[src/phase_oc_map.svh]
// Register offsets, field positions, reset values and timing counts
// Assumes a 32-bit APB slave with word-aligned registers
`ifndef PHASE_OC_MAP_SVH
`define PHASE_OC_MAP_SVH
`define OC_REG_GENERAL 12'h000
`define OC_REG_PICKUP 12'h004
`define OC_REG_INRUSH 12'h008
`define OC_REG_RELEASE 12'h00c
`define OC_REG_OPTIME 12'h010
`define OC_REG_REMOTE 12'h014
`define OC_REG_STATUS 12'h018
`define OC_REG_EXPECT 12'h01c
`define OC_REG_REMAIN 12'h020
`define OC_REG_RATIO 12'h024
// General: [0] remote allowed, [1] force enable, [5:2] force code,
// [7:6] magnitude select
`define OC_GEN_REMOTE 0
`define OC_GEN_FEN 1
`define OC_GEN_FCODE_LO 2
`define OC_GEN_MAG_LO 6
// Inrush: [0] enable, [28:16] limit in 0.01 %
`define OC_INR_EN 0
`define OC_INR_LIM_LO 16
// Release: [0] delayed release, [31:16] delay in 5 ms ticks
`define OC_REL_EN 0
`define OC_REL_TIME_LO 16
// Pick-up in 0.01 x In, default 1.20, max 50.00
`define OC_PICKUP_RST 16'h0078
`define OC_PICKUP_MAX 16'h1388
`define OC_INR_LIM_RST 13'h0001
`define OC_INR_LIM_MAX 13'h1388
`define OC_REL_TIME_RST 16'h000c
`define OC_OPTIME_RST 20'h0_0014
`define OC_TIME_MAX 20'h5_7e40
`define OC_RATIO_MAX 20'h1_e848
// Hysteresis 97 % as 97/100
`define OC_HYST_NUM 97
`define OC_HYST_DEN 100
// 5 ms tick at 100 MHz
`define OC_TICK_NS 5000000
`define OC_CLK_NS 10
`endif

[src/phase_oc_pkg.sv]
// Types for the phase overcurrent stage
// Assumes the map header supplies all numeric constants
`default_nettype none
package phase_oc_pkg;
  typedef enum logic [1:0] {
    cond_normal,
    cond_start,
    cond_trip,
    cond_blocked
  } cond_e;
  typedef enum logic [1:0] {
    mag_rms,
    mag_trms,
    mag_pp
  } mag_e;
  typedef enum logic [1:0] {
    st_idle,
    st_run,
    st_release,
    st_tripped
  } stage_e;
endpackage : phase_oc_pkg
`default_nettype wire

[src/phase_oc_stage.sv]
// Phase overcurrent stage with APB settings and status registers
// Assumes measurements and block input come from other clock domains
`include "phase_oc_map.svh"
`default_nettype none
module phase_oc_stage #(
  parameter int CUR_W = 16,
  parameter int TICK_CYCLES = `OC_TICK_NS / `OC_CLK_NS
) (
  input wire logic ref_clk,
  input wire logic nrst,
  input wire logic psel,
  input wire logic penable,
  input wire logic pwrite,
  input wire logic [11:0] paddr,
  input wire logic [31:0] pwdata,
  output logic [31:0] prdata,
  output logic pready,
  output logic pslverr,
  input wire logic [CUR_W-1:0] cur_rms [3],
  input wire logic [CUR_W-1:0] cur_trms [3],
  input wire logic [CUR_W-1:0] cur_pp [3],
  input wire logic [CUR_W-1:0] harm2_ratio,
  input wire logic block_in,
  input wire logic remote_wr,
  input wire logic [15:0] remote_pickup,
  output logic start_out,
  output logic trip_out,
  output logic blocked_out,
  output logic [2:0] phase_start,
  output logic [2:0] phase_trip
);
  initial begin
    if (CUR_W < 8 || CUR_W > 24 || TICK_CYCLES < 2) begin
      $error("phase_oc_stage: unsupported parameters");
    end
  end

  // Synchronisers for pins from other domains
  logic blk_s1_reg, blk_s2_reg;
  logic [CUR_W-1:0] r1_reg [3], r2_reg [3];
  logic [CUR_W-1:0] t1_reg [3], t2_reg [3];
  logic [CUR_W-1:0] p1_reg [3], p2_reg [3];
  logic [CUR_W-1:0] m2_reg [3];
  logic [CUR_W-1:0] h1_reg, h2_reg;

  // Settings
  logic [31:0] general_reg;
  logic [15:0] pickup_reg;
  logic inr_en_reg;
  logic [12:0] inr_lim_reg;
  logic rel_en_reg;
  logic [15:0] rel_time_reg;
  logic [19:0] optime_reg;
  logic [1:0] opt_reg;

  // Stage state
  phase_oc_pkg::stage_e state_reg, state_next;
  logic [31:0] tick_cnt_reg;
  logic tick;
  logic blk_cyc_reg;
  logic [2:0] pick_reg, pick_next;
  logic [19:0] op_cnt_reg, op_cnt_next;
  logic [15:0] rel_cnt_reg, rel_cnt_next;
  logic blocked_reg, blocked_next;
  logic [2:0] trip_ph_reg, trip_ph_next;
  logic [19:0] ratio_reg;
  logic [2:0] held_ph_reg;

  // Magnitude selection
  wire phase_oc_pkg::mag_e mag_sel =
    phase_oc_pkg::mag_e'(general_reg[`OC_GEN_MAG_LO +: 2]);
  logic [CUR_W-1:0] sel_cur [3];
  always_comb begin
    for (int i = 0; i < 3; i++) begin
      // Select after the synchronisers so no logic reads raw pins
      sel_cur[i] = (mag_sel == phase_oc_pkg::mag_trms) ? t2_reg[i] :
                   (mag_sel == phase_oc_pkg::mag_pp) ? p2_reg[i] :
                   r2_reg[i];
    end
  end

  always_ff @(posedge ref_clk) begin
    blk_s1_reg <= block_in;
    blk_s2_reg <= blk_s1_reg;
    h1_reg <= harm2_ratio;
    h2_reg <= h1_reg;
    for (int i = 0; i < 3; i++) begin
      r1_reg[i] <= cur_rms[i];
      r2_reg[i] <= r1_reg[i];
      t1_reg[i] <= cur_trms[i];
      t2_reg[i] <= t1_reg[i];
      p1_reg[i] <= cur_pp[i];
      p2_reg[i] <= p1_reg[i];
      m2_reg[i] <= sel_cur[i];
    end
  end

  // Program cycle tick every 5 ms
  assign tick = (tick_cnt_reg == 32'(TICK_CYCLES - 1));
  always_ff @(posedge ref_clk) begin
    if (!nrst) begin
      tick_cnt_reg <= 32'h0000_0000;
    end else if (tick) begin
      tick_cnt_reg <= 32'h0000_0000;
    end else begin
      tick_cnt_reg <= tick_cnt_reg + 32'h0000_0001;
    end
  end

  // Pick-up compare with hysteresis; currents and setting in 0.01 x In
  wire [CUR_W+7:0] set_x100 =
    (CUR_W+8)'(pickup_reg) * (CUR_W+8)'(`OC_HYST_DEN);
  wire [CUR_W+7:0] set_x97 =
    (CUR_W+8)'(pickup_reg) * (CUR_W+8)'(`OC_HYST_NUM);
  always_comb begin
    for (int i = 0; i < 3; i++) begin
      logic [CUR_W+7:0] m100;
      m100 = (CUR_W+8)'(m2_reg[i]) * (CUR_W+8)'(`OC_HYST_DEN);
      if (m100 > set_x100) begin
        pick_next[i] = 1'b1;
      end else if (m100 < set_x97) begin
        pick_next[i] = 1'b0;
      end else begin
        pick_next[i] = pick_reg[i];
      end
    end
  end
  wire any_pick = |pick_next;
  wire inrush_blk = inr_en_reg &&
    (m2_reg[0] != '0) && (32'(h2_reg) > 32'(inr_lim_reg));
  wire eff_block = blk_cyc_reg || inrush_blk;

  // Stage machine, evaluated once per tick
  always_comb begin
    state_next = state_reg;
    op_cnt_next = op_cnt_reg;
    rel_cnt_next = rel_cnt_reg;
    blocked_next = blocked_reg;
    trip_ph_next = trip_ph_reg;
    case (state_reg)
      phase_oc_pkg::st_idle: begin
        op_cnt_next = 20'h0_0000;
        if (any_pick && eff_block) begin
          blocked_next = 1'b1;
        end else if (any_pick) begin
          blocked_next = 1'b0;
          state_next = phase_oc_pkg::st_run;
          op_cnt_next = 20'h0_0001;
        end else begin
          blocked_next = 1'b0;
        end
      end
      phase_oc_pkg::st_run: begin
        if (eff_block || !any_pick) begin
          blocked_next = eff_block && any_pick;
          state_next = rel_en_reg ? phase_oc_pkg::st_release :
                       phase_oc_pkg::st_idle;
          rel_cnt_next = 16'h0000;
        end else if (op_cnt_reg >= optime_reg) begin
          state_next = phase_oc_pkg::st_tripped;
          trip_ph_next = pick_next;
        end else begin
          op_cnt_next = op_cnt_reg + 20'h0_0001;
        end
      end
      phase_oc_pkg::st_release: begin
        rel_cnt_next = rel_cnt_reg + 16'h0001;
        if (any_pick && !eff_block) begin
          state_next = phase_oc_pkg::st_run;
          blocked_next = 1'b0;
          op_cnt_next = op_cnt_reg + 20'h0_0001;
        end else if (rel_cnt_next >= rel_time_reg) begin
          state_next = phase_oc_pkg::st_idle;
          blocked_next = eff_block && any_pick;
        end
      end
      phase_oc_pkg::st_tripped: begin
        trip_ph_next = pick_next;
        if (!any_pick) begin
          state_next = phase_oc_pkg::st_idle;
        end
      end
      default: state_next = phase_oc_pkg::st_idle;
    endcase
  end

  // Highest phase and ratio
  logic [CUR_W-1:0] imax;
  always_comb begin
    imax = m2_reg[0];
    for (int i = 1; i < 3; i++) begin
      if (m2_reg[i] > imax) begin
        imax = m2_reg[i];
      end
    end
  end
  wire [31:0] ratio_calc = (pickup_reg == 16'h0000) ? 32'h0000_0000 :
    (32'(imax) * 32'h0000_0064) / 32'(pickup_reg);
  wire [19:0] ratio_sat = (ratio_calc > 32'(`OC_RATIO_MAX)) ?
    `OC_RATIO_MAX : ratio_calc[19:0];

  always_ff @(posedge ref_clk) begin
    if (!nrst) begin
      state_reg <= phase_oc_pkg::st_idle;
      pick_reg <= 3'h0;
      op_cnt_reg <= 20'h0_0000;
      rel_cnt_reg <= 16'h0000;
      blocked_reg <= 1'b0;
      trip_ph_reg <= 3'h0;
      blk_cyc_reg <= 1'b0;
      ratio_reg <= 20'h0_0000;
      held_ph_reg <= 3'h0;
    end else if (tick) begin
      blk_cyc_reg <= blk_s2_reg;
      state_reg <= state_next;
      pick_reg <= pick_next;
      op_cnt_reg <= op_cnt_next;
      rel_cnt_reg <= rel_cnt_next;
      blocked_reg <= blocked_next;
      trip_ph_reg <= trip_ph_next;
      ratio_reg <= ratio_sat;
      // Last running phases, shown while the release delay holds start
      if (state_reg == phase_oc_pkg::st_run) begin
        held_ph_reg <= pick_reg;
      end
    end
  end

  // Natural state, then forcing
  // A block entering release drops start at once; a plain drop holds it
  wire [2:0] nat_ps = (state_reg == phase_oc_pkg::st_run) ? pick_reg :
    ((state_reg == phase_oc_pkg::st_release) && !blocked_reg) ?
    held_ph_reg : 3'h0;
  wire [3:0] fcode = general_reg[`OC_GEN_FCODE_LO +: 4];
  wire force_on = general_reg[`OC_GEN_FEN] && (fcode != 4'h0);
  // Force codes: 1 start, 2 trip, 3 blocked, 4-10 start A,B,AB,C,CA,BC,ABC
  // as phase mask code-3, 11-13 trip A,B,C, 14 trip ABC
  logic [2:0] f_ps, f_pt;
  logic f_blk;
  always_comb begin
    f_ps = 3'h0;
    f_pt = 3'h0;
    f_blk = 1'b0;
    if (fcode == 4'h1) begin
      f_ps = 3'h7;
    end else if (fcode == 4'h2) begin
      f_pt = 3'h7;
    end else if (fcode == 4'h3) begin
      f_blk = 1'b1;
    end else if (fcode <= 4'ha) begin
      f_ps = 3'(fcode - 4'h3);
    end else if (fcode <= 4'hd) begin
      f_pt = 3'h1 << (fcode - 4'hb);
    end else begin
      f_pt = 3'h7;
    end
  end
  wire [2:0] ps_out = force_on ? f_ps : nat_ps;
  wire [2:0] pt_out = force_on ? f_pt : trip_ph_reg;
  wire blk_out = force_on ? f_blk : blocked_reg;
  phase_oc_pkg::cond_e cond;
  assign cond = (|pt_out) ? phase_oc_pkg::cond_trip :
    (|ps_out) ? phase_oc_pkg::cond_start :
    blk_out ? phase_oc_pkg::cond_blocked :
    phase_oc_pkg::cond_normal;

  always_ff @(posedge ref_clk) begin
    if (!nrst) begin
      start_out <= 1'b0;
      trip_out <= 1'b0;
      blocked_out <= 1'b0;
      phase_start <= 3'h0;
      phase_trip <= 3'h0;
    end else begin
      start_out <= |ps_out;
      trip_out <= |pt_out;
      blocked_out <= blk_out;
      phase_start <= ps_out;
      phase_trip <= pt_out;
    end
  end

  // Expected and remaining time in 5 ms steps
  wire [19:0] expect_t = (optime_reg > `OC_TIME_MAX) ?
    `OC_TIME_MAX : optime_reg;
  wire [20:0] remain_t = 21'(expect_t) - 21'(op_cnt_reg);

  // APB slave, zero wait states
  wire acc = psel && penable;
  wire wr = acc && pwrite;
  wire hit_gen = (paddr == `OC_REG_GENERAL);
  wire hit_pu = (paddr == `OC_REG_PICKUP);
  wire hit_inr = (paddr == `OC_REG_INRUSH);
  wire hit_rel = (paddr == `OC_REG_RELEASE);
  wire hit_opt = (paddr == `OC_REG_OPTIME);
  wire hit_rem = (paddr == `OC_REG_REMOTE);
  wire hit_st = (paddr == `OC_REG_STATUS);
  wire hit_exp = (paddr == `OC_REG_EXPECT);
  wire hit_rmn = (paddr == `OC_REG_REMAIN);
  wire hit_rat = (paddr == `OC_REG_RATIO);
  wire hit_any = hit_gen || hit_pu || hit_inr || hit_rel || hit_opt ||
    hit_rem || hit_st || hit_exp || hit_rmn || hit_rat;
  wire [15:0] pu_wr = (pwdata[15:0] > `OC_PICKUP_MAX) ?
    `OC_PICKUP_MAX : pwdata[15:0];
  wire [15:0] pu_rem = (remote_pickup > `OC_PICKUP_MAX) ?
    `OC_PICKUP_MAX : remote_pickup;
  wire [12:0] lim_wr = (pwdata[`OC_INR_LIM_LO +: 13] > `OC_INR_LIM_MAX) ?
    `OC_INR_LIM_MAX : pwdata[`OC_INR_LIM_LO +: 13];
  wire remote_ok = general_reg[`OC_GEN_REMOTE] && remote_wr;
  assign pready = 1'b1;
  assign pslverr = acc && !hit_any;

  always_ff @(posedge ref_clk) begin
    if (!nrst) begin
      general_reg <= 32'h0000_0000;
      pickup_reg <= `OC_PICKUP_RST;
      inr_en_reg <= 1'b0;
      inr_lim_reg <= `OC_INR_LIM_RST;
      rel_en_reg <= 1'b1;
      rel_time_reg <= `OC_REL_TIME_RST;
      optime_reg <= `OC_OPTIME_RST;
      opt_reg <= 2'h0;
    end else begin
      if (wr && hit_gen) begin
        general_reg <= {24'h00_0000, pwdata[7:0]};
      end
      // Live updates apply at the next tick without restart
      if (wr && hit_pu) begin
        pickup_reg <= pu_wr;
      end else if (remote_ok) begin
        pickup_reg <= pu_rem;
      end
      if (wr && hit_inr) begin
        inr_en_reg <= pwdata[`OC_INR_EN];
        inr_lim_reg <= lim_wr;
      end
      if (wr && hit_rel) begin
        rel_en_reg <= pwdata[`OC_REL_EN];
        rel_time_reg <= pwdata[`OC_REL_TIME_LO +: 16];
      end
      if (wr && hit_opt) begin
        optime_reg <= pwdata[19:0];
      end
      if (wr && hit_rem) begin
        opt_reg <= pwdata[1:0];
      end
    end
  end

  wire [31:0] rd_mux =
    hit_gen ? general_reg :
    hit_pu ? {16'h0000, pickup_reg} :
    hit_inr ? {3'h0, inr_lim_reg, 15'h0000, inr_en_reg} :
    hit_rel ? {rel_time_reg, 15'h0000, rel_en_reg} :
    hit_opt ? {12'h000, optime_reg} :
    hit_rem ? {30'h0000_0000, opt_reg} :
    hit_st ? {16'h0000, 2'h0, state_reg, 1'b0, pt_out, 1'b0, ps_out,
              2'h0, cond} :
    hit_exp ? {12'h000, expect_t} :
    hit_rmn ? {{11{remain_t[20]}}, remain_t} :
    hit_rat ? {12'h000, ratio_reg} :
    32'h0000_0000;

  always_ff @(posedge ref_clk) begin
    if (!nrst) begin
      prdata <= 32'h0000_0000;
    end else if (psel && !penable && !pwrite) begin
      prdata <= rd_mux;
    end
  end
endmodule : phase_oc_stage
`default_nettype wire
[config.mk]
export PLATFORM = sky130hd
export DESIGN_NAME = phase_oc_stage
export DESIGN_NICKNAME = d
export VERILOG_FILES = /design/src/phase_oc_pkg.sv /design/src/phase_oc_stage.sv
export VERILOG_INCLUDE_DIRS = /design/src /design/src/src
export SDC_FILE = /design/constraint.sdc
export NUM_CORES = 2
export LEC_CHECK = 0
export BUFFER_PORTS_ARGS = -buffer_cell sky130_fd_sc_hd__buf_2
export CORE_UTILIZATION = 36
export CTS_CLUSTER_DIAMETER = 80
export CTS_CLUSTER_SIZE = 24
export DETAILED_ROUTE_END_ITERATION = 8
export SETUP_SLACK_MARGIN = 0.3
export SLEW_MARGIN = 20
export SYNTH_ARGS = -nofsm -noshare
export SYNTH_HDL_FRONTEND = slang
export SYNTH_SLANG_ARGS = --single-unit
[constraint.sdc]
create_clock -name ref_clk -period 114.3 [get_ports ref_clk]
set_input_delay 22.86 -clock ref_clk [delete_from_list [all_inputs] [get_ports ref_clk]]
set_output_delay 22.86 -clock ref_clk [all_outputs]
set_load 0.1 [all_outputs]
# Word-level counts from Yosys, hierarchy flattened
# Memory sizes are Yosys's and may differ from the RTL's.
# Index checks and enable logic that the tools add are counted.
dict set report word_totals {
  regBits 253
  ram_bits 336
  input_bits 227
  output_inout_bits 43
  elab_cells 227
  mem_count 7
}
# memory words word_bits rd rd_clocked_by_memory_dff wr line
set memory_table {}
lappend memory_table {m2_reg 3 16 3 0 3 phase_oc_stage.sv:43} ;# logic [CUR_W-1:0] m2_reg [3];
lappend memory_table {p1_reg 3 16 3 0 3 phase_oc_stage.sv:42} ;# logic [CUR_W-1:0] p1_reg [3], p2_reg [3];
lappend memory_table {p2_reg 3 16 3 0 3 phase_oc_stage.sv:42}
lappend memory_table {r1_reg 3 16 3 0 3 phase_oc_stage.sv:40} ;# logic [CUR_W-1:0] r1_reg [3], r2_reg [3];
lappend memory_table {r2_reg 3 16 3 0 3 phase_oc_stage.sv:40}
lappend memory_table {t1_reg 3 16 3 0 3 phase_oc_stage.sv:41} ;# logic [CUR_W-1:0] t1_reg [3], t2_reg [3];
lappend memory_table {{+1 memories} n/a n/a n/a n/a n/a n/a}
dict set report classes {
  add_sub_neg 6
  mul 6
  n_div 1
  order_cmp 18
  n_eq_ne 28
  shifts 1
  n_mux 77
  n_bitwise 1
  reduce_logical 54
}
# operator count
set op_table {}
lappend op_table {{$mux W32} 10}
lappend op_table {{$mux W16} 13}
lappend op_table {{$mux W20} 6}
lappend op_table {{$mul A16 B5 Y21 const B} 5}
lappend op_table {{$gt A23 B23 Y1} 3}
lappend op_table {{$lt A23 B23 Y1} 3}
lappend op_table {{$pmux W20 S3} 1}
lappend op_table {{$eq A12 B5 Y1 const B} 4}
lappend op_table {{$mux W3} 15}
lappend op_table {{$add A32 B1 Y32 const B} 1}
lappend op_table {{$div A23 B16 Y32} 1}
lappend op_table {{$eq A32 B19 Y1 const B} 1}
lappend op_table {{$gt A16 B13 Y1 const B} 2}
lappend op_table {{$gt A16 B16 Y1} 2}
lappend op_table {{$gt A32 B17 Y1 const B} 1}
lappend op_table {{$pmux W16 S2} 1}
lappend op_table {{$eq A12 B4 Y1 const B} 2}
lappend op_table {{$eq A12 B6 Y1 const B} 2}
lappend op_table {{$mul A16 B7 Y23 const B} 1}
lappend op_table {{$mux W2} 11}
lappend op_table {{$sub A20 B20 Y21} 1}
lappend op_table {{$add A20 B1 Y20 const B} 1}
lappend op_table {{$ge A20 B20 Y1} 1}
lappend op_table {{$gt A20 B19 Y1 const B} 1}
lappend op_table {{other kinds (38)} 103}

# Longest topological paths before layout
dict set report logic_depth {
  word_depth 17
  depth_mapped 606
  ltp_nobuf 559
}

# Worst setup path after synthesis
# Ideal clock, no wire load.
dict set report synth_path {
  path_type {flip-flop to flip-flop}
  start {memory m2_reg[0][14]}
  end {register ratio_reg[0]}
  setup_time_ns 0.117
  arrival_time_ns 109.802
  required_time_ns 114.183
  setup_slack_ns 4.381
  stages_incl_launch_ff 591
  path_cell_list {dfxtp_1 -> inv_1 -> ha_1 -> nand4_1 -> nor4_1 -> o21ai_0 -> a31oi_1 -> buf_1 -> clkbuf_1 -> mux2i_1 -> ha_1 -> nand4_1 -> nor4_1 -> nor3_1 -> o31a_1 -> nor2_1 -> clkbuf_1 -> buf_1 -> (+555 left out) -> a311o_1 -> nor4_2 -> or4b_1 -> buf_4 -> clkbuf_1 -> nor2_1 -> a21oi_1 -> ha_1 -> a21o_1 -> a21o_1 -> a21oi_1 -> o211ai_1 -> a311oi_1 -> a31oi_1 -> nor4_1 -> o211ai_2 -> a211o_1 -> a22o_1}
}
# item line
set synth_lines {}
lappend synth_lines {{from (decl)} phase_oc_stage.sv:43}
lappend synth_lines {{to (signal assigned)} phase_oc_stage.sv:221} ;# ratio_reg <= ratio_sat;
lappend synth_lines {{to (decl)} phase_oc_stage.sv:66} ;# logic [19:0] ratio_reg;

==> out/metrics.cfg <==
[status]
outcome = finished, final reports clean

[yosys]
synth_flop_cell = dfxtp_1
synth-edff-count = 0
synthArstFlopShare_pct = 0
synth_cells = 6968
synth_warnings = 0
ys_seq_area_share_pct = 21.1
synth_cell_types = 119
yosys_register_bits = 589
syn-cell-area_sq_mm = 0.0559
postSynthAreaPerCell_sq_um = 8.02

[setup_path]
reg2reg_to = ratio_reg[0]
cp_max_fo = 30
r2r_slack_ns = 7.18
required_ns = 114.85
worst_setup_path_end_kind = flop
cp-start-kind = flop
reg2reg_depth = 551
cp_num_buf_inv = 32
path_depth = 551
crit_path_max_incr_delay_ns = 0.57
crit_start = m2_reg[0][15]
critPathKind = reg2reg
endpoint = ratio_reg[0]
critical_path.top_delay_family = compound AO/OA/AOI/OAI gates
critPathSlowestCell = or4b_4
regToRegStartpoint = m2_reg[0][15]
cp.arrival_ns = 107.67
path_common_cell = o21a_1

[timing]
max_slew_margin_pct = 14.5
clock_skew_ns = 0.0560
finalSetupTns_ns = 0
fmaxAchievable_mhz = 9.34
fin_crit_sh_pct = 93.7
worst_slew_pin_slew_ns = 1.27
slew_viol_final = 0
fin_ws_ns = 7.18
setup_violations = 0
finalHoldViolations = 0
fin_crit_ns = 107.12

[global_route]
grt.overflow.total = 0
first_global_vias = 49700
grt_max_degree = 92
grt_usage_pct = 22.2
grt_pass1_wl_um = 280000
antenna_found_initial = 3

[detailed_routing]
drtAntennaViolNets = 0
routedWlPerCell_um = 19.6
drtIter0Drc = 3667
first_pass_iters = 7
drc = 0
via_per_inst = 5.62
routed_wl_um = 182000
via_count = 52200

[layout]
final-instance-count-excl-fill = 9290
nets = 8475
final_cell_area_sq_mm = 0.0621
layout-drive-gt1-share_pct = 11.2
syn_to_final_growth_pct = 11.2

[place]
dp_slack_ns = -2.12
placedCellCount = 9178
portBuffers = 268
place_area_sq_mm = 0.0597
gp_congestion = 0.974
hpwl_um = 144000

[clock_tree]
htree_levels = 1
clk_latency_ns = 0.67
clk_pin_slew_ns = 0.09
cts.sinks = 589
cts_tree = yes
hold_buffers = 0
clockBufferDepth = 3
numCtsBuffers = 31
clock-root-buffer = clkbuf_16

[floorplan]
start_util_pct = 36.3
core_area_sq_mm = 0.154
num_rows = 144
die_w_um = 396
pin_count = 270
fp.dieH_um = 396
die-area_sq_mm = 0.157

[hold_path]
hp-class = reg2reg

[flow_run]
cap_violations = 0

==> how the worst min path moves through the flow <==
stage / startpoint / end / slack (ns) / depth (start not counted)
after global placement: t1_reg[0][47] / t2_reg[0][47] / 0.31 / 0
after global routing: r1_reg[0][22] / r2_reg[0][22] / 0.32 / 0
after detailed placement: h1_reg[12] / h2_reg[12] / 0.31 / 0
final: r1_reg[0][22] / r2_reg[0][22] / 0.32 / 0
after CTS: r1_reg[0][22] / r2_reg[0][22] / 0.32 / 0
after floorplan: blk_s1_reg / blk_s2_reg / 0.31 / 0
==> placed cells by master, fill, tap and decap left out, types with 101 or more instances in the layout <==
cell | Yosys | layout
a21oi_1 | 547 | 519
xnor2_1 | 182 | 180
o31ai_1 | 120 | 115
nand2b_1 | 103 | 101
a21o_1 | 110 | 104
nand2_1 | 550 | 546
nand3_1 | 149 | 145
inv_1 | 524 | 521
buf_2 | 17 | 268
nor2b_1 | 154 | 148
ha_1 | 948 | 945
o21ai_0 | 350 | 331
dfxtp_1 | 589 | 580
o21a_1 | 280 | 279
nor3_1 | 332 | 322
xor2_1 | 120 | 119
nor2_1 | 519 | 505
buf_4 | 4 | 148
==> per-layer routing <==
layer	vias to the layer above	wire length, um	global-route usage (%)
met5	-	11	0
met3	277	10900	1.76
li1	25700	-	-
met4	2	5510	6.12
met1	24600	82900	30.4
met2	1617	82600	37.2
==> area by class of cell <==
type / instances / area [sq um]
Timing Repair Buffer: 422 / 2530
Antenna cell: 2 / 5.00
Sequential cell: 589 / 11800
Clock inverter: 9 / 119
Tap cell: 2044 / 2560
Multi-Input combinational cell: 5663 / 42300
Fill cell: 15700 / 91900
Inverter: 527 / 1980
Clock buffer: 34 / 797
==> kinds of logic after synthesis <==
kind of cell               Yosys count  share of synthesized area, %
AOI/OAI and AO/OA                 1918                          22.4
other                                2                        0.0134
DFF                                589                          21.1
muxes                              176                          3.33
xor gates and xnor gates           302                          4.73
adders and majority gates         1015                          23.6
buffers and inverters              723                          4.94
and+or+nand+nor                   2243                          19.9
==> synthesized netlist by cell type, types with 56 or more instances <==
cell type	instances	area, sq um
inv_1	524	1970
or2_2	58	363
fa_1	66	1320
and2_1	56	350
or3_1	56	350
mux2i_1	104	1040
nor2_1	519	1950
a21oi_1	547	2740
mux2_2	66	743
o21ai_0	350	1750
nand4_1	73	457
a211oi_1	97	728
nor2b_1	154	963
nand2_1	550	2060
clkbuf_1	150	563
ha_1	948	11900
nand3_1	149	746
o21a_1	280	2100
o31ai_1	120	901
a21o_1	110	826
nor3_1	332	1660
xnor2_1	182	1590
xor2_1	120	1050
nand2b_1	103	644
dfxtp_1	589	11800
==> timing repair <==
action,in CTS,in global routing
buffers inserted,3,61
gates cloned,0,3
setup endpoints to repair,9,10
pin swaps,1,39
gates resized for setup,12,211
==> through the flow <==
stage                     hold WS, ns  utilization (%)
final                           0.317             40.3
after global routing            0.324             40.3
after CTS                       0.319             39.4
after detailed placement        0.312             38.8
after global placement          0.310             38.8
after floorplan                 0.310                -
Power is not shown: default switching activity piles up to over one toggle a cycle in this logic, so the estimate is an artifact.
